`config.mk`:
```
export PLATFORM = sky130hd
export DESIGN_NAME = power_switch_reset_control
export DESIGN_NICKNAME = d
export VERILOG_FILES = /design/src/pkg/power_switch_pkg.sv /design/src/logic/pin_qualifier.sv /design/src/logic/power_switch_reset_control.sv
export SDC_FILE = /design/constraint.sdc
export NUM_CORES = 1
export LEC_CHECK = 0
export BUFFER_PORTS_ARGS = -buffer_cell sky130_fd_sc_hd__buf_2
export CAP_MARGIN = 20
export CORE_MARGIN = 3
export CORE_UTILIZATION = 32
export CTS_CLUSTER_DIAMETER = 150
export CTS_CLUSTER_SIZE = 10
export DETAILED_ROUTE_END_ITERATION = 10
export PLACE_DENSITY = 0.55
export SLEW_MARGIN = 10
export SYNTH_ARGS = -nofsm -noshare
export SYNTH_HDL_FRONTEND = slang
export SYNTH_HIERARCHICAL = 1
export SYNTH_SLANG_ARGS = --single-unit
```
`constraint.sdc`:
```
create_clock -name sys_clk_i -period 3.2 [get_ports sys_clk_i]
set_input_delay 0 -clock sys_clk_i [delete_from_list [all_inputs] [get_ports sys_clk_i]]
set_output_delay 0 -clock sys_clk_i [all_outputs]
set_load 0.05 [all_outputs]
```
`src/pkg/power_switch_pkg.sv`:
```
/*
  Constants shared by the power switch and reset controller and its pin qualifier.
  Assumes the 200 MHz system clock; all long delays run on a 1 ms time base.
*/
package power_switch_pkg;

  // ----------------------------------------------------------------
  // Time base
  // ----------------------------------------------------------------
  localparam int CLK_PERIOD_NS = 5;
  localparam int TICK_TIME_NS = 1000000;
  localparam int TICK_CYCLES_DEF = TICK_TIME_NS / CLK_PERIOD_NS;
  localparam int TICK_MS = 1;
  localparam int TICK_W = 14;

  localparam int DEBOUNCE_MS = 10;
  localparam int RESET_PULSE_MS = 10;
  localparam int RESET_DELAY_MS = 200;
  localparam int KEY_ON_SHORT_MS = 400;
  localparam int KEY_ON_LONG_MS = 3000;
  localparam int KEY_RESET_MS = 10000;
  localparam int KEY_OFF_MS = 12000;

  localparam logic [TICK_W-1:0] DEBOUNCE_LAST = TICK_W'(DEBOUNCE_MS / TICK_MS - 1);
  // One extra tick: the first tick may arrive early, so the pulse never runs short
  localparam logic [TICK_W-1:0] PULSE_LOAD = TICK_W'(RESET_PULSE_MS / TICK_MS + 1);
  localparam logic [TICK_W-1:0] RESET_DELAY_TICKS = TICK_W'(RESET_DELAY_MS / TICK_MS);
  localparam logic [TICK_W-1:0] KEY_ON_SHORT_TICKS = TICK_W'(KEY_ON_SHORT_MS / TICK_MS);
  localparam logic [TICK_W-1:0] KEY_ON_LONG_TICKS = TICK_W'(KEY_ON_LONG_MS / TICK_MS);
  localparam logic [TICK_W-1:0] KEY_RESET_TICKS = TICK_W'(KEY_RESET_MS / TICK_MS);
  localparam logic [TICK_W-1:0] KEY_OFF_TICKS = TICK_W'(KEY_OFF_MS / TICK_MS);

  // ----------------------------------------------------------------
  // Pin behaviour select codes
  // ----------------------------------------------------------------
  localparam logic [3:0] CFG_LEVEL_HI = 4'h0;
  localparam logic [3:0] CFG_LEVEL_LO = 4'h1;
  localparam logic [3:0] CFG_AON_RISE = 4'h2;
  localparam logic [3:0] CFG_AON_FALL = 4'h3;
  localparam logic [3:0] CFG_KEY_ONOFF = 4'h6;
  localparam logic [3:0] CFG_KEY_RESET_A = 4'h7;
  localparam logic [3:0] CFG_KEY_RESET_B = 4'h8;
  localparam logic [3:0] CFG_LAST = 4'hc;

  // ----------------------------------------------------------------
  // Power command codes
  // ----------------------------------------------------------------
  localparam int CMD_W = 8;
  localparam logic [CMD_W-1:0] CMD_ENTER_OFF = 8'h01;
  localparam logic [CMD_W-1:0] CMD_ENTER_SEAL = 8'h02;
  localparam logic [CMD_W-1:0] CMD_ENTER_RECOVERY = 8'h03;

  typedef enum logic [2:0] {ST_BOOT, ST_ON, ST_OFF, ST_SEAL, ST_RECOVERY} state_e;

endpackage : power_switch_pkg

```
`src/logic/pin_qualifier.sv`:
```
/*
  Synchroniser, debounce and press-duration counter for one power-function pin.
  Assumes a one-cycle tick from the owner once per millisecond.
*/
`timescale 1ns/1ps
module pin_qualifier
  import power_switch_pkg::*;
(
  input wire logic sys_clk_i,
  input wire logic rst_i,
  input wire logic pin_i,
  input wire logic tick_i,
  input wire logic active_high_i,
  output logic sync_o,
  output logic active_o,
  output logic [TICK_W-1:0] held_o
);

  typedef struct packed {
    logic s1;
    logic s2;
    logic level;
    logic settled;
    logic [TICK_W-1:0] db_cnt;
    logic [TICK_W-1:0] held;
  } qual_s;

  qual_s st;
  qual_s next_st;

  // ----------------------------------------------------------------
  // Debounce and press timer
  // ----------------------------------------------------------------
  always_comb begin
    next_st = st;
    next_st.s1 = pin_i;
    next_st.s2 = st.s1;
    if (st.s2 == st.level && st.settled) begin
      next_st.db_cnt = '0;
    end else if (tick_i) begin
      if (st.db_cnt == DEBOUNCE_LAST) begin
        next_st.level = st.s2; // RULE20
        next_st.settled = 1'b1;
        next_st.db_cnt = '0;
      end else begin
        next_st.db_cnt = st.db_cnt + 1'b1;
      end
    end
    // Cleared once the debounced level leaves its active level
    if (!next_st.settled || next_st.level != active_high_i) begin
      next_st.held = '0; // RULE20
    end else if (tick_i && st.held != '1) begin
      next_st.held = st.held + 1'b1;
    end
  end

  always_ff @(posedge sys_clk_i) begin
    if (rst_i) begin
      st <= '0;
    end else begin
      st <= next_st;
    end
  end

  assign sync_o = st.s2;
  assign active_o = st.settled && (st.level == active_high_i);
  assign held_o = st.held;
endmodule : pin_qualifier

```
`src/logic/power_switch_reset_control.sv`:
```
/*
  Power switch and reset controller: power modes, soft and hard resets,
  reset pulse and regulator enables.
  Assumes pins and charger detect are asynchronous; commands come from
  logic on sys_clk_i as one-cycle write strobes.
*/
// Notes on behaviour
// RULE1 - Pins, commands and conditions trigger shutdown/reset
// RULE2 - Four-bit select picks pin behaviour, codes 0-12
// RULE3 - Off disables all, except RTC regulator when kept and first linear regulator when sequenced
// RULE4 - First linear regulator stays on when sequenced
// RULE5 - Seal turns every regulator and node off
// RULE6 - Soft reset drives 10ms reset pulse
// RULE7 - Soft reset policy bit chooses keep or defaults
// RULE8 - Hard reset reruns the full power-on sequence
// RULE9 - Cold boot without harvester enters seal
// RULE10 - Cold boot with harvester enters battery recovery
// RULE11 - Commands while on select off, seal, recovery
// RULE12 - Valid pin event enters off or recovery
// RULE13 - Qualified key press wakes from off/seal
// RULE14 - Charger voltage wakes from off/seal
// RULE15 - On mode enables system node and regulators
// RULE16 - Codes 0-1: debounced level on/off, pin b reset
// RULE17 - Codes 2-3: edges give delayed hard/soft reset
// RULE18 - Code 6: 400ms on, 12s off, key buffered
// RULE19 - Code 7: 3s on, 10s soft reset
// RULE20 - Pins synchronised; timers clear when condition ends
// RULE21 - Reset output low for pulse, retrigger restarts
`timescale 1ns/1ps
module power_switch_reset_control
  import power_switch_pkg::*;
#(
  parameter int TICK_CYCLES = TICK_CYCLES_DEF
) (
  input wire logic sys_clk_i,
  input wire logic rst_i,
  input wire logic power_func_pin_a_i,
  input wire logic power_func_pin_b_i,
  input wire logic charger_input_i,
  input wire logic [3:0] pin_behaviour_select_i,
  input wire logic harvester_enable_i,
  input wire logic soft_reset_register_policy_i,
  input wire logic rtc_aon_cfg_bit_i,
  input wire logic rtc_left_on_i,
  input wire logic first_linear_reg_sequence_i,
  input wire logic cmd_write_i,
  input wire logic [CMD_W-1:0] cmd_code_i,
  output logic reset_n_o,
  output logic hard_reset_o,
  output logic register_defaults_o,
  output logic system_node_en_o,
  output logic regulators_en_o,
  output logic rtc_regulator_en_o,
  output logic first_linear_regulator_en_o,
  output logic key_out_n_o,
  output logic key_out_oe_o,
  output logic [2:0] power_mode_o
);

  localparam int TICK_CNT_W = $clog2(TICK_CYCLES);
  localparam logic [TICK_CNT_W-1:0] TICK_LAST = TICK_CNT_W'(TICK_CYCLES - 1);

  typedef struct packed {
    state_e mode;
    logic chg_meta;
    logic chg;
    logic [TICK_CNT_W-1:0] tick_cnt;
    logic tick;
    logic a_prev;
    logic b_prev;
    logic pend_hard;
    logic pend_soft;
    logic [TICK_W-1:0] pend_cnt;
    logic [TICK_W-1:0] pulse;
    logic rst_n;
    logic hard_rst;
    logic reg_load;
    logic sys_en;
    logic reg_en;
    logic rtc_en;
    logic first_linear_regulator_en;
    logic key_out_n_oe;
  } ctrl_s;

  ctrl_s st;
  ctrl_s next_st;

  logic a_sync;
  logic a_act;
  logic b_act;
  logic [TICK_W-1:0] a_held;
  logic [TICK_W-1:0] b_held;
  logic a_hi;
  logic b_hi;
  logic key_cfg;
  logic rtc_keep;

  // ----------------------------------------------------------------
  // Pin qualification
  // ----------------------------------------------------------------
  assign a_hi = (pin_behaviour_select_i == CFG_LEVEL_HI) ||
                (pin_behaviour_select_i == CFG_AON_RISE);
  assign b_hi = (pin_behaviour_select_i == CFG_AON_RISE);
  assign key_cfg = (pin_behaviour_select_i == CFG_KEY_ONOFF) ||
                   (pin_behaviour_select_i == CFG_KEY_RESET_A);
  assign rtc_keep = !rtc_aon_cfg_bit_i || rtc_left_on_i;

  pin_qualifier u_pin_a (
    .sys_clk_i(sys_clk_i),
    .rst_i(rst_i),
    .pin_i(power_func_pin_a_i),
    .tick_i(st.tick),
    .active_high_i(a_hi),
    .sync_o(a_sync),
    .active_o(a_act),
    .held_o(a_held)
  );

  pin_qualifier u_pin_b (
    .sys_clk_i(sys_clk_i),
    .rst_i(rst_i),
    .pin_i(power_func_pin_b_i),
    .tick_i(st.tick),
    .active_high_i(b_hi),
    .sync_o(),
    .active_o(b_act),
    .held_o(b_held)
  );

  // ----------------------------------------------------------------
  // Mode control
  // ----------------------------------------------------------------
  always_comb begin
    logic start_pulse;
    logic fire;
    logic a_rise;
    logic a_fall;
    logic b_rise;
    state_e off_tgt;
    start_pulse = 1'b0;
    fire = (st.pend_hard || st.pend_soft) && (st.pend_cnt == RESET_DELAY_TICKS);
    a_rise = a_act && !st.a_prev;
    a_fall = !a_act && st.a_prev;
    b_rise = b_act && !st.b_prev;
    off_tgt = harvester_enable_i ? ST_RECOVERY : ST_OFF; // RULE12
    next_st = st;
    next_st.chg_meta = charger_input_i;
    next_st.chg = st.chg_meta;
    next_st.a_prev = a_act;
    next_st.b_prev = b_act;
    next_st.hard_rst = 1'b0;
    next_st.reg_load = 1'b0;
    next_st.tick = 1'b0;
    if (st.tick_cnt == TICK_LAST) begin
      next_st.tick_cnt = '0;
      next_st.tick = 1'b1;
    end else begin
      next_st.tick_cnt = st.tick_cnt + 1'b1;
    end
    if ((st.pend_hard || st.pend_soft) && st.tick) begin
      next_st.pend_cnt = st.pend_cnt + 1'b1; // RULE20
    end

    case (st.mode)
      ST_BOOT: begin
        start_pulse = 1'b1; // RULE8
        if (st.chg) begin
          next_st.mode = ST_ON;
        end else if (harvester_enable_i) begin
          next_st.mode = ST_RECOVERY; // RULE10
        end else begin
          next_st.mode = ST_SEAL; // RULE9
        end
      end
      ST_ON: begin
        if (cmd_write_i && cmd_code_i == CMD_ENTER_OFF) begin
          next_st.mode = ST_OFF; // RULE11
        end else if (cmd_write_i && cmd_code_i == CMD_ENTER_SEAL) begin
          next_st.mode = ST_SEAL; // RULE11
        end else if (cmd_write_i && cmd_code_i == CMD_ENTER_RECOVERY) begin
          next_st.mode = ST_RECOVERY; // RULE11
        end else if (fire) begin
          next_st.pend_hard = 1'b0;
          next_st.pend_soft = 1'b0;
          if (st.pend_hard) begin
            next_st.mode = ST_BOOT; // RULE8
            next_st.hard_rst = 1'b1;
          end else begin
            start_pulse = 1'b1; // RULE6
            next_st.reg_load = soft_reset_register_policy_i; // RULE7
          end
        end else begin
          case (pin_behaviour_select_i) // RULE2 RULE1
            CFG_LEVEL_HI, CFG_LEVEL_LO: begin
              if (a_fall) begin
                next_st.mode = off_tgt; // RULE16
              end else if (b_rise) begin
                start_pulse = 1'b1; // RULE16
                next_st.reg_load = soft_reset_register_policy_i;
              end
            end
            CFG_AON_RISE, CFG_AON_FALL: begin
              if (a_rise) begin
                next_st.pend_hard = 1'b1; // RULE17
                next_st.pend_soft = 1'b0;
                next_st.pend_cnt = '0;
              end else if (b_rise) begin
                next_st.pend_soft = 1'b1; // RULE17
                next_st.pend_hard = 1'b0;
                next_st.pend_cnt = '0;
              end
            end
            CFG_KEY_ONOFF: begin
              if (st.tick && a_held == KEY_OFF_TICKS) begin
                next_st.mode = off_tgt; // RULE18
              end
            end
            CFG_KEY_RESET_A: begin
              if (st.tick && a_held == KEY_RESET_TICKS) begin
                start_pulse = 1'b1; // RULE19
                next_st.reg_load = soft_reset_register_policy_i;
              end
            end
            CFG_KEY_RESET_B: begin
              if (st.tick && b_held == KEY_OFF_TICKS) begin
                start_pulse = 1'b1;
                next_st.reg_load = soft_reset_register_policy_i;
              end
            end
            default: begin
              next_st.mode = ST_ON;
            end
          endcase
        end
      end
      ST_OFF, ST_SEAL: begin
        if (st.chg) begin
          next_st.mode = ST_ON; // RULE14
          start_pulse = 1'b1;
        end else if (((pin_behaviour_select_i == CFG_LEVEL_HI ||
                       pin_behaviour_select_i == CFG_LEVEL_LO) && a_rise) ||
                     (pin_behaviour_select_i == CFG_KEY_ONOFF && st.tick &&
                      a_held == KEY_ON_SHORT_TICKS) || // RULE18
                     ((pin_behaviour_select_i == CFG_KEY_RESET_A ||
                       pin_behaviour_select_i == CFG_KEY_RESET_B) && st.tick &&
                      a_held == KEY_ON_LONG_TICKS)) begin // RULE19
          next_st.mode = ST_ON; // RULE13
          start_pulse = 1'b1;
        end
      end
      ST_RECOVERY: begin
        if (st.chg) begin
          next_st.mode = ST_ON;
          start_pulse = 1'b1;
        end
      end
      default: begin
        next_st.mode = ST_BOOT;
      end
    endcase

    if (next_st.mode != ST_ON) begin
      next_st.pend_hard = 1'b0;
      next_st.pend_soft = 1'b0;
    end
    if (start_pulse) begin
      next_st.pulse = PULSE_LOAD; // RULE21
    end else if (st.tick && st.pulse != '0) begin
      next_st.pulse = st.pulse - 1'b1;
    end
    next_st.rst_n = (next_st.pulse == '0); // RULE21

    // Node and regulator enables follow the mode being entered; the key output enable follows pin a in codes 6 and 7 only
    next_st.sys_en = (next_st.mode == ST_ON); // RULE15
    next_st.reg_en = (next_st.mode == ST_ON); // RULE15 RULE5
    next_st.rtc_en = (next_st.mode == ST_ON) ||
                     (next_st.mode == ST_OFF && rtc_keep); // RULE3
    next_st.first_linear_regulator_en = (next_st.mode == ST_ON) ||
                      (next_st.mode == ST_OFF && first_linear_reg_sequence_i); // RULE4
    next_st.key_out_n_oe = key_cfg && !a_sync; // RULE18
  end

  always_ff @(posedge sys_clk_i) begin
    if (rst_i) begin
      st <= '0;
    end else begin
      st <= next_st;
    end
  end

  // ----------------------------------------------------------------
  // Outputs
  // ----------------------------------------------------------------
  assign reset_n_o = st.rst_n;
  assign hard_reset_o = st.hard_rst;
  assign register_defaults_o = st.reg_load;
  assign system_node_en_o = st.sys_en;
  assign regulators_en_o = st.reg_en;
  assign rtc_regulator_en_o = st.rtc_en;
  assign first_linear_regulator_en_o = st.first_linear_regulator_en;
  // Open drain: the pad only ever pulls low
  assign key_out_n_o = 1'b0;
  assign key_out_oe_o = st.key_out_n_oe;
  assign power_mode_o = st.mode;
endmodule : power_switch_reset_control

```
; ---- Yosys cells after proc, flatten, opt, wreduce, memory -nomap -nowiden
; Cells that the tools add are included.
[word_totals]
output_inout_bits = 12
ff_bits = 127
[classes]
n_eq_ne = 33
bitwise_logic = 5
n_reduce_logical = 64
mux = 58
add_sub_neg = 7
[op_table]
columns = operator, n
row1 = 14-bit two-way mux, 10
row2 = 16-bit two-way mux, 5
row3 = 14-bit by 1-bit adder with 14-bit output (second input constant), 5
row4 = 14-bit equality test (second input constant), 3
row5 = 3-bit two-way mux, 13
row6 = 14-bit by 4-bit equality test with 1-bit output (second input constant), 2
row7 = 14-bit inequality test (second input constant), 2
row8 = 1-bit logical AND, 26
row9 = 1-bit two-way mux, 20
row10 = 18-bit by 1-bit adder with 18-bit output (second input constant), 1
row11 = 18-bit equality test (second input constant), 1
row12 = 2-bit OR reduction, 9
row13 = 8-bit by 2-bit equality test with 1-bit output (second input constant), 2
row14 = 14-bit by 12-bit equality test with 1-bit output (second input constant), 1
row15 = 14-bit by 8-bit equality test with 1-bit output (second input constant), 1
row16 = 14-bit by 9-bit equality test with 1-bit output (second input constant), 1
row17 = 14-bit zero test, 1
row18 = 14-bit nonzero test, 1
row19 = 14-bit by 1-bit subtractor with 14-bit output (second input constant), 1
row20 = 1-bit logical OR, 12
row21 = 3-bit one-hot mux with 4 select lines, 1
row22 = 2-bit two-way mux, 5
row23 = 3-bit by 2-bit equality test with 1-bit output (second input constant), 3
row24 = 3-bit one-hot mux with 3 select lines, 1
row25 = other kinds (22), 40

; ---- Logic depth before layout (Yosys ltp)
; Gate-level depths: netlist (run 1).
[logic_depth]
ltp_word = 16
depth_mapped = 12
ltp_nobuf = 10

; ---- Hierarchy
; Netlist (run 1), hierarchy kept.
[modules_own_cells]
columns = module, instances, cells_per_inst, seq_area_each_um2, area_each_um2
row1 = power_switch_reset_control, 1, 424, 1261.2, 3428.3
row2 = pin_qualifier, 2, 195, 640.6, 1685.4

; ---- Worst setup path before layout (run 1)
; No wires, ideal clock.
[synth_timing]
path_kind = reg-to-reg
startpoint = register u_pin_a.st (netlist bit u_pin_a/held_o[2])
endpoint = register st[21] (netlist name)
path_slack_ps = 847
path_buffers = 2
required_time_ps = 3070
setup_ps = 130
path_stages_with_launch = 9
period_less_slack_ps = 2353
arrival_ps = 2223
cell_sequence = dfxtp_1 -> buf_4 -> or4b_1 -> or3_1 -> nor4_1 -> nor4_1 -> o311ai_2 -> buf_4 -> a21oi_1
[synth_lines]
columns = item, line
row1 = "start, declared", pin_qualifier.sv:28  ; qual_s st;
row2 = "start signal, assigned", pin_qualifier.sv:61  ; st <= next_st;

; ---- Final worst setup path (run 1)
[layout_timing]
startpoint = input pin_behaviour_select_i[1]
endpoint = register st (netlist bit rtc_regulator_en_o)
[layout_between]
elab_chain_len = 16
[layout_rtl]
columns = item, line
row1 = "start, declared", power_switch_reset_control.sv:40  ; input wire logic [3:0] pin_behaviour_select_i,
row2 = 4-bit by 2-bit equality test with 1-bit output or 4-bit zero test (tied branches), n/a
row3 = 1-bit logical OR, power_switch_reset_control.sv:101  ; assign a_hi = (pin_behaviour_select_i == CFG_LEVEL_HI) ||
row4 = 1-bit equality test, pin_qualifier.sv:66  ; assign active_o = st.settled && (st.level == active_high_i);
row5 = 1-bit logical AND, pin_qualifier.sv:66
row6 = 1-bit zero test, power_switch_reset_control.sv:143  ; a_fall = !a_act && st.a_prev;
row7 = 1-bit logical AND, power_switch_reset_control.sv:143
row8 = 3-bit two-way mux, power_switch_reset_control.sv:195  ; if (a_fall) begin
row9 = 3-bit one-hot mux with 3 select lines, power_switch_reset_control.sv:193  ; case (pin_behaviour_select_i)
row10 = 3-bit two-way mux, power_switch_reset_control.sv:182  ; end else if (fire) begin
row11 = 3-bit two-way mux, power_switch_reset_control.sv:180  ; end else if (cmd_write_i && cmd_code_i == CMD_ENTER_RECOVERY) begin
row12 = 3-bit two-way mux, power_switch_reset_control.sv:178  ; end else if (cmd_write_i && cmd_code_i == CMD_ENTER_SEAL) begin
row13 = 3-bit two-way mux, power_switch_reset_control.sv:176  ; if (cmd_write_i && cmd_code_i == CMD_ENTER_OFF) begin
row14 = 3-bit one-hot mux with 4 select lines *, power_switch_reset_control.sv:164  ; case (st.mode)
row15 = 3-bit by 2-bit equality test with 1-bit output, power_switch_reset_control.sv:277  ; (next_st.mode == ST_OFF && rtc_keep);
row16 = 1-bit logical AND, power_switch_reset_control.sv:277
row17 = 1-bit logical OR *, power_switch_reset_control.sv:276  ; next_st.rtc_en = (next_st.mode == ST_ON) ||
row18 = "end signal, assigned", power_switch_reset_control.sv:287  ; st <= next_st;
row19 = "end, declared", power_switch_reset_control.sv:85  ; ctrl_s st;
; Every way passes the cells marked *; elsewhere a longest branch is shown, timed or not.
; A chain may end at the register's enable or synchronous reset.

==> metrics, run 1 <==
H-tree levels 4; starting utilization of the core area 33.1%; proportion of register bits with asynchronous set or reset after synthesis 0%; unrepaired setup endpoints after global routing false; Routed Antenna Nets 0; Hold Violations, Final 0; TritonRoute pass-1 iters 5; DRC violations left 0; die outline area 23000 um2; number of rows created at floorplan 52; via count of the first global-routing pass 5077; Placed Instances 1066; hold_buf cts 10; count of final max-slew check failures 0; clock latency at the later pin of the worst-skew pair 0.42 ns; max frequency 348 MHz; Clk pin slew, worst setup/hold paths 0.06 ns; number of distinct library cells after synthesis 65; remaining global-route overflow 0; share of the clock period used by the worst path after layout 89.8%; Antenna diodes 0; antenna violations before repair 0; met3 track demand over resource 3.06%; status finished, final reports clean; crit path kind primary input to register; kind of end point of the critical path register; buffers added on ports 33; peak supply drop 293 uV; cell area power density 505 nW/um2; sum of routed wire length over all layers 15.4 mm; vias after detailed routing 5673; all-layer global routing usage 13.8%; part of the Yosys area used for sequential elements 37.4%; Post-Layout Cell Count 1108; total of warnings raised by yosys 6; static power due to leakage 2.54 nW; number of buffers created by CTS 17; synthesis-to-finish area growth 12.9%; critical path startpoint category primary input; post-detailed-route via-to-cell ratio 5.12; maximum count of clock buffers along a single path 2; Starting DRT DRC Count 297; ports placed on the boundary 35; final estimated routing congestion in global placement 0.792; largest net degree at the start of global routing 51; Clock Skew 0.00932 ns; main flop type after synthesis dfxtp_1; number of synthesized flops with an enable pin 0; average routed wire per standard cell 13.9 um; post-synthesis average cell area 8.35 um2; worst slack after detailed placement 0.360 ns; Syn Nets 847; # nets final 858; CTS sink cnt 127; Syn Inst Count 814; y dimension of the die 152 um; global routing's busiest layer met2; final sum of negative setup slack 0 ns; total power of the final layout 0.00387 W; total half-perimeter wirelength after legalization and detailed placement 10.8 mm; final setup margin 0.328 ns; share of final-layout standard cells stronger than drive strength 1 11.5%; reported max-cap violation count 0; critical-path maximum fanout 9; CORE AREA 20600 um2; cell chosen for the clock root clkbuf_16; measured slew at the worst slew-check pin 0.962 ns; Final setup viols 0; CTS tree built; worst rel slew slack 35.3%; flip-flop and latch count after synthesis 127; global-route wire length before repair 25.6 mm; horizontal die dimension 152 um; Post-CTS Setup Repair Bufs 0; classification of the worst-slack hold path primary input to register; met2 demand-to-capacity share in global routing 20.4%; Period minus WS final 2.87 ns; worst endpoint data arrival time 3.21 ns; post-CTS sizing 0; global routing usage on met1 19.8%; required time worst endpoint 3.54 ns; total standard cell area after synthesis 6800 um2
==> path summary, 6_finish.rpt <==
path                                                      from                            end  slack (ns)  depth (start not counted)
worst max register to register  u_pin_a/held_o[2]$_SDFFE_PP0P_  rtc_regulator_en_o$_SDFF_PP0_        0.35                          7
worst min-delay path                                     rst_i      u_pin_b/st[29]$_SDFF_PP0_        0.04                          2
worst min register to register          next_st[59]$_SDFF_PP0_              st[59]$_SDFF_PP0_        0.44                          1
worst max-delay path                 pin_behaviour_select_i[1]  rtc_regulator_en_o$_SDFF_PP0_        0.33                          9
==> worst max-delay path, cell delays in order <==
cell,delay (ns)
dlygate4sd3_1,0.53
buf_2,0.16
o21ai_0,0.18
o21ai_0,0.22
or4b_2,0.68
o31ai_1,0.52
o221ai_1,0.21
dlygate4sd3_1,0.59
mux2i_1,0.13
==> cells by family after synthesis <==
family / share of synthesized area [%]
compound gates: 12.5
buf+inv: 6.44
fa+ha+maj: 1.84
flops: 37.4
xor+xnor: 8.89
mux: 1.47
simple gates: 31.4
other cells: 0.0552
==> power breakdown <==
group          total, W  internal [W]  switching, W
Sequential      0.00164       0.00161     0.0000298
Combinational  0.000331      0.000108      0.000223
Clock           0.00190       0.00112      0.000778
==> registers in the layout, indices dropped and copies added (netlist names), 3 cells and up <==
register,count
u_pin_b/held_o,14
power_mode_o,3
u_pin_b/st,16
u_pin_a/held_o,14
u_pin_a/st,16
st,52
==> cell usage in the layout (no fill, tap or decap), types with 17 or more instances in the layout <==
cell,instances
or3_1,19
a211oi_1,22
xor2_1,29
nand3_1,34
a21oi_1,21
nand2_1,51
nand4_1,23
o21ai_0,27
buf_2,33
nor2_1,122
xnor2_1,40
nor4_1,26
dfxtp_1,126
nor3_1,23
clkbuf_16,17
inv_1,24
==> cells in the mapped netlist, types with 3 or more instances <==
cell,count,share of area (%)
nor4bb_1,4,0.59
a211oi_2,3,0.55
and3_1,10,0.92
dfxtp_1,127,37
nand3_1,34,2.5
o2111ai_1,3,0.39
o21ai_0,27,2.0
mux2i_1,10,1.5
nor4b_1,6,0.77
o211ai_1,3,0.33
nor2_1,122,6.7
nor4_1,26,2.4
a2111oi_0,4,0.52
nand2b_1,7,0.64
and2_1,6,0.55
nand4_1,23,2.1
and4_1,4,0.52
a211oi_1,22,2.4
clkbuf_1,14,0.77
nand2_1,51,2.8
or3_1,19,1.7
or4_1,4,0.44
or2_2,4,0.37
a41oi_1,4,0.52
nor3b_1,4,0.44
buf_2,7,0.52
ha_1,10,1.8
xor2_1,29,3.7
o31ai_1,11,1.2
nand4b_1,7,0.90
nor3_1,23,1.7
a31oi_1,5,0.46
xnor2_1,40,5.2
nand3b_1,10,1.1
nor2b_1,11,1.0
a21oi_1,21,1.5
buf_4,34,3.8
inv_1,24,1.3
or4b_2,4,0.59
==> per-stage QoR <==
stage | util (%) | cell area [um2] | hold WS, ns
finish | 37.3 | 7670 | 0.0439
global route | 37.3 | 7670 | 0.0571
CTS | 37.3 | 7670 | 0.0255
detailed placement | 34.0 | 6990 | 0.212
global placement | 34.0 | 6990 | 0.213
floorplan | - | 6800 | 0.128
==> cell type report <==
type	instances	area, um2
clock buffers	19	453
clock inverters	13	128
fillers	2143	12900
inverters	24	90.1
multi-input cells	607	3820
flip-flops and latches	127	2540
well taps	270	338
repair buffers	48	303
==> metal layers <==
metal | wire length (um) | up-vias | share of wire [%]
met5 | 0 | - | 0
met3 | 583 | 24 | 3.8
met1 | 7900 | 2613 | 51
li1 | - | 2943 | -
met4 | 293 | 0 | 1.9
met2 | 6600 | 93 | 43
Power figures use the tool's default switching activity.
==> run 2, diff against run 1 <==
--- a/config.mk
+++ b/config.mk
@@ -8,11 +8,11 @@
 export BUFFER_PORTS_ARGS = -buffer_cell sky130_fd_sc_hd__buf_2
 export CAP_MARGIN = 20
 export CORE_MARGIN = 3
-export CORE_UTILIZATION = 32
+export CORE_UTILIZATION = 45
 export CTS_CLUSTER_DIAMETER = 150
 export CTS_CLUSTER_SIZE = 10
 export DETAILED_ROUTE_END_ITERATION = 10
-export PLACE_DENSITY = 0.55
+export PLACE_DENSITY = 0.7
 export SLEW_MARGIN = 10
 export SYNTH_ARGS = -nofsm -noshare
 export SYNTH_HDL_FRONTEND = slang
==> metrics, run 2 (synthesized netlist as in run 1, its figures left out) <==
status finished, final reports clean; clock latency at the later pin of the worst-skew pair 0.43 ns (about the same); static power due to leakage 2.57 nW (+1.0%); reported max-cap violation count 0 (unchanged); cell chosen for the clock root clkbuf_16; number of rows created at floorplan 44 (-15%); CORE AREA 14600 um2 (-29%); power share of the combinational group 8.2% (-0.3 points); cell area power density 523 nW/um2 (+3.7%); buffers added on ports 33 (unchanged); all-layer global routing usage 18.2% (+4.4 points); horizontal die dimension 129 um (-15%); sum of routed wire length over all layers 14.8 mm (-3.7%); clock share of power 50.6% (+1.5 points); post-detailed-route via-to-cell ratio 5.61 (+9.5%); y dimension of the die 129 um (-15%); Clk pin slew, worst setup/hold paths 0.06 ns (about the same); crit path kind register to register; total half-perimeter wirelength after legalization and detailed placement 10.1 mm (-6.4%); Routed Antenna Nets 0 (unchanged); peak supply drop 386 uV (+32%); vias after detailed routing 5738 (+1.1%); sequential fraction of design power 41.2% (-1.1 points); required time worst endpoint 3.55 ns (about the same); measured slew at the worst slew-check pin 0.947 ns (-0.0146 ns); starting utilization of the core area 46.4% (+13 points); share of the clock period used by the worst path after layout 88.8% (-0.99 points); Post-Layout Cell Count 1023 (-7.7%); number of buffers created by CTS 17 (unchanged); share of final-layout standard cells stronger than drive strength 1 11.6% (+0.11 points); Largest Register st; maximum count of clock buffers along a single path 2 (unchanged); # nets final 859 (+0.12%); Starting DRT DRC Count 442 (+49%); global-route wire length before repair 24.8 mm (-3.0%); ports placed on the boundary 35 (unchanged); classification of the worst-slack hold path primary input to register; critical path startpoint category register; die outline area 16600 um2 (-28%); largest net degree at the start of global routing 51 (unchanged); worst endpoint data arrival time 3.19 ns (-0.02 ns); max reg flops 52 (unchanged); unrepaired setup endpoints after global routing false; most common cell after layout, fill and taps aside dfxtp_1; via count of the first global-routing pass 5266 (+3.7%); net switching power 0.00101 W (-2.1%); TritonRoute pass-1 iters 5 (unchanged); Regs by FF count st (52), u_pin_a/st (16), u_pin_b/st (16); most used cells in the layout excluding fill and tap cells 126 x dfxtp_1, 122 x nor2_1, 51 x nand2_1; count of final max-slew check failures 0 (unchanged); remaining global-route overflow 0 (unchanged); CTS tree built; average routed wire per standard cell 14.5 um (+4.3%); worst rel slew slack 36.3% (+0.98 points); Hold Violations, Final 0 (unchanged); antenna violations before repair 0 (unchanged); DRC violations left 0 (unchanged); Finished Core Util 52.0% (+15 points); cell internal power dissipation 0.00298 W (+4.7%); Period minus WS final 2.84 ns (-0.0318 ns); switch share 25.3% (-1.3 points); Post-CTS Setup Repair Bufs 0 (unchanged); CTS sink cnt 127 (unchanged); total power of the final layout 0.00399 W (+2.9%); Antenna diodes 0 (unchanged); max frequency 352 MHz (+1.1%); final estimated routing congestion in global placement 0.845 (+6.7%); Clock Skew 0.0128 ns (+0.00346 ns); final instance area 7610 um2 (-0.80%); Final setup viols 0 (unchanged); Placed Instances 981 (-8.0%); Post-Place Cell Area 6890 um2 (-1.4%); critical-path maximum fanout 9 (unchanged); final sum of negative setup slack 0 ns (unchanged); synthesis-to-finish area growth 12.0%; kind of end point of the critical path register; H-tree levels 4 (unchanged)
## run 2: timing repair
item	CTS	global route
hold buffers	10	0
endpoints found under the hold margin	8	0
gates resized for setup	0	0
## run 2: path summary, 6_finish.rpt
path,from,to,slack [ns],depth (start not counted)
max,u_pin_a/held_o[2]$_SDFFE_PP0P_,rtc_regulator_en_o$_SDFF_PP0_,0.36,7
min,rst_i,u_pin_b/st[29]$_SDFF_PP0_,0.03,2
max reg2reg,u_pin_a/held_o[2]$_SDFFE_PP0P_,rtc_regulator_en_o$_SDFF_PP0_,0.36,7
min reg2reg,u_pin_a/next_st[30]$_SDFF_PP0_,u_pin_a/sync_o$_SDFF_PP0_,0.44,1
## run 2: area by class of cell
class                      instances  area (um2)
tap                              184         230
clock buffer                      18         439
sequential                       127        2540
clock inverter                    14         180
fill                            1382        7030
inverter                          24        90.1
multi-input combinational        607        3820
timing repair buffer              49         310
## run 2: critical path, cell delays in order (launching register included)
cell and delay, ns:
dfxtp_1 0.39, or4b_1 0.56, nor2_1 0.16, a31oi_1 0.16
o31ai_1 0.54, o221ai_1 0.22, dlygate4sd3_1 0.60, mux2i_1 0.12
## run 2: metrics by stage
stage / hold slack [ns] / worst slack, ns
floorplan: 0.128 / 0.847
global placement: 0.212 / 0.479
detailed placement: 0.218 / 0.462
CTS: 0.00690 / 0.442
global route: 0.0387 / 0.261
finish: 0.0263 / 0.360
## run 2: power by group through the flow
| stage | sequential (W) | clock, W | combinational (W) |
|---|---|---|---|
| CTS | 0.00164 | 0.00206 | 0.000325 |
| finish | 0.00164 | 0.00202 | 0.000325 |
| global route | 0.00164 | 0.00214 | 0.000357 |
| global placement | 0.00168 | 0 | 0.000312 |
| detailed placement | 0.00168 | 0 | 0.000313 |
| floorplan | 0.00170 | 0 | 0.000217 |
## run 2: per-layer routing
metal | up-vias | GRT usage [%] | part of all wire [%]
met5 | - | 0 | 0
met4 | 0 | 6.49 | 1.6
met3 | 17 | 4.61 | 3.6
met2 | 93 | 29.9 | 48
met1 | 2673 | 23.3 | 47
li1 | 2955 | - | -
==> run 3, diff against run 2 <==
==> constraint.sdc (replaced) <==
create_clock -name sys_clk_i -period 3.6 [get_ports sys_clk_i]
set_input_delay 0 -clock sys_clk_i [delete_from_list [all_inputs] [get_ports sys_clk_i]]
set_output_delay 0 -clock sys_clk_i [all_outputs]
set_load 0.05 [all_outputs]
==> metrics, run 3 (synthesized netlist as in run 1, its figures left out) <==
via count of the first global-routing pass 5193 (-1.4%); area occupied by multi-input gates 3820 um2 (unchanged); ports placed on the boundary 35 (unchanged); met3 routed WL 735 um (+39%); Routed Antenna Nets 0 (unchanged); DRC violations left 0 (unchanged); worst rel slew slack 37.5% (+1.2 points); die outline area 16600 um2 (unchanged); kind of end point of the critical path register; Largest Register st; peak supply drop 283 uV (-27%); antenna violations before repair 0 (unchanged); classification of the worst-slack hold path primary input to register; starting utilization of the core area 46.4% (unchanged); global-route wire length before repair 24.7 mm (-0.61%); crit path kind register to register; final sum of negative setup slack 0 ns (unchanged); average routed wire per standard cell 14.3 um (-1.1%); final setup margin 0.806 ns (+0.447 ns); cell chosen for the clock root clkbuf_16; horizontal die dimension 129 um (unchanged); max frequency 358 MHz (+1.7%); largest net degree at the start of global routing 51 (unchanged); sequential fraction of design power 41.6% (+0.4 points); Period minus WS final 2.79 ns (-0.0466 ns); H-tree levels 4 (unchanged); maximum count of clock buffers along a single path 2 (unchanged); TritonRoute pass-1 iters 5 (unchanged); worst slack after detailed placement 0.829 ns (+0.367 ns); Min-Delay Path Depth 5 (+3); top routing layer used met4; count of final max-slew check failures 0 (unchanged); measured slew at the worst slew-check pin 0.930 ns (-0.0177 ns); most used cells in the layout excluding fill and tap cells 126 x dfxtp_1, 122 x nor2_1, 51 x nand2_1; CORE AREA 14600 um2 (unchanged); CTS sink cnt 127 (unchanged); all-layer global routing usage 18.2% (-0.052 points); # nets final 858 (-0.12%); final estimated routing congestion in global placement 0.869 (+2.9%); Starting DRT DRC Count 479 (+8.4%); Antenna diodes 0 (unchanged); Regs by FF count st (52), u_pin_a/st (16), u_pin_b/st (16); CTS tree built; Hold Violations, Final 0 (unchanged); met2 WL 7.03 mm (-0.33%); net switching power 0.000884 W (-12%); most common cell after layout, fill and taps aside dfxtp_1; required time worst endpoint 3.86 ns (+0.31 ns); clock share of power 50.2% (-0.4 points); sum of routed wire length over all layers 14.6 mm (-1.2%); buffers added on ports 33 (unchanged); worst endpoint data arrival time 3.05 ns (-0.14 ns); critical path startpoint category register; unrepaired setup endpoints after global routing false; Clk pin slew, worst setup/hold paths 0.06 ns (about the same); clock latency at the later pin of the worst-skew pair 0.42 ns (about the same); critical-path maximum fanout 11 (+2); share of final-layout standard cells stronger than drive strength 1 11.3% (-0.22 points); synthesis-to-finish area growth 11.7%; power share of the combinational group 8.2% (about the same); max reg flops 52 (unchanged); y dimension of the die 129 um (unchanged); status finished, final reports clean; vias after detailed routing 5796 (+1.0%); switch share 25.2% (-0.12 points); cell area power density 462 nW/um2 (-12%); Clock Skew 0.0106 ns (-0.00215 ns); total half-perimeter wirelength after legalization and detailed placement 9.90 mm (-1.7%); reported max-cap violation count 0 (unchanged); post-detailed-route via-to-cell ratio 5.67 (+1.1%); remaining global-route overflow 0 (unchanged); depth of the worst register-to-register path 6 (-1); number of buffers created by CTS 17 (unchanged); Final setup viols 0 (unchanged); register cell area after layout 2540 um2 (unchanged); number of rows created at floorplan 44 (unchanged); Routed met1 length 6.64 mm (-4.9%); cell internal power dissipation 0.00262 W (-12%); share of the clock period used by the worst path after layout 77.6% (-11 points); static power due to leakage 2.56 nW (-0.51%); count of fill cells added during filler insertion 1335 (-3.4%)
run 3: metal layers:
| layer | global-route usage (%) | up-vias |
|---|---|---|
| met5 | 0 | - |
| met4 | 5.93 | 0 |
| met3 | 4.98 | 23 |
| met2 | 30.2 | 146 |
| met1 | 22.9 | 2682 |
| li1 | - | 2945 |
run 3: final cells by class:
cell class	count	area share [%]
Tap cell	184	3.03
Inverter	24	1.19
Sequential cell	127	33.5
Multi-Input combinational cell	607	50.3
Clock buffer	17	5.60
Timing Repair Buffer	48	4.02
Clock inverter	15	2.42
run 3: stage by stage:
| stage | hold WS [ns] | utilization (%) | instances | cell area [um2] | total power (W) |
|---|---|---|---|---|---|
| after detailed placement | 0.219 | 47.0 | 979 | 6880 | 0.00177 |
| after floorplan | 0.128 | - | 814 | 6800 | 0.00170 |
| final | 0.0721 | 51.9 | 1022 | 7600 | 0.00351 |
| after CTS | 0.0366 | 51.9 | 1022 | 7600 | 0.00354 |
| after global placement | 0.213 | 47.0 | 979 | 6880 | 0.00176 |
| after global routing | 0.0893 | 51.9 | 1022 | 7600 | 0.00364 |
run 3: timing repair:
action | CTS | global route
hold endpoints to repair | 11 | 0
buffers inserted | 0 | 0
gates resized for setup | 0 | 0
hold buffers | 11 | 0
run 3: final timing paths:
| kind | from | end | slack (ns) |
|---|---|---|---|
| setup reg to reg | u_pin_a/held_o[2]$_SDFFE_PP0P_ | st[15]$_SDFF_PP0_ | 0.81 |
| hold reg to reg | u_pin_a/next_st[30]$_SDFF_PP0_ | u_pin_a/sync_o$_SDFF_PP0_ | 0.44 |
| hold / removal | cmd_code_i[1] | power_mode_o[2]$_SDFF_PP0_ | 0.07 |
| setup / recovery | u_pin_a/held_o[2]$_SDFFE_PP0P_ | st[15]$_SDFF_PP0_ | 0.81 |
run 3: power by group through the flow:
stage,combinational (W),clock (W),sequential [W]
after floorplan,0.000193,0,0.00151
after global placement,0.000275,0,0.00149
after detailed placement,0.000277,0,0.00149
after CTS,0.000289,0.00180,0.00146
after global routing,0.000317,0.00186,0.00146
final,0.000288,0.00176,0.00146
run 3: worst max-delay path: stages (launching register included):
cell and delay (ns):
dfxtp_1 0.39, or4b_1 0.54, or3_1 0.32, nor4_1 0.27, nor4_1 0.15, o311ai_2 0.82, nor2_1 0.14
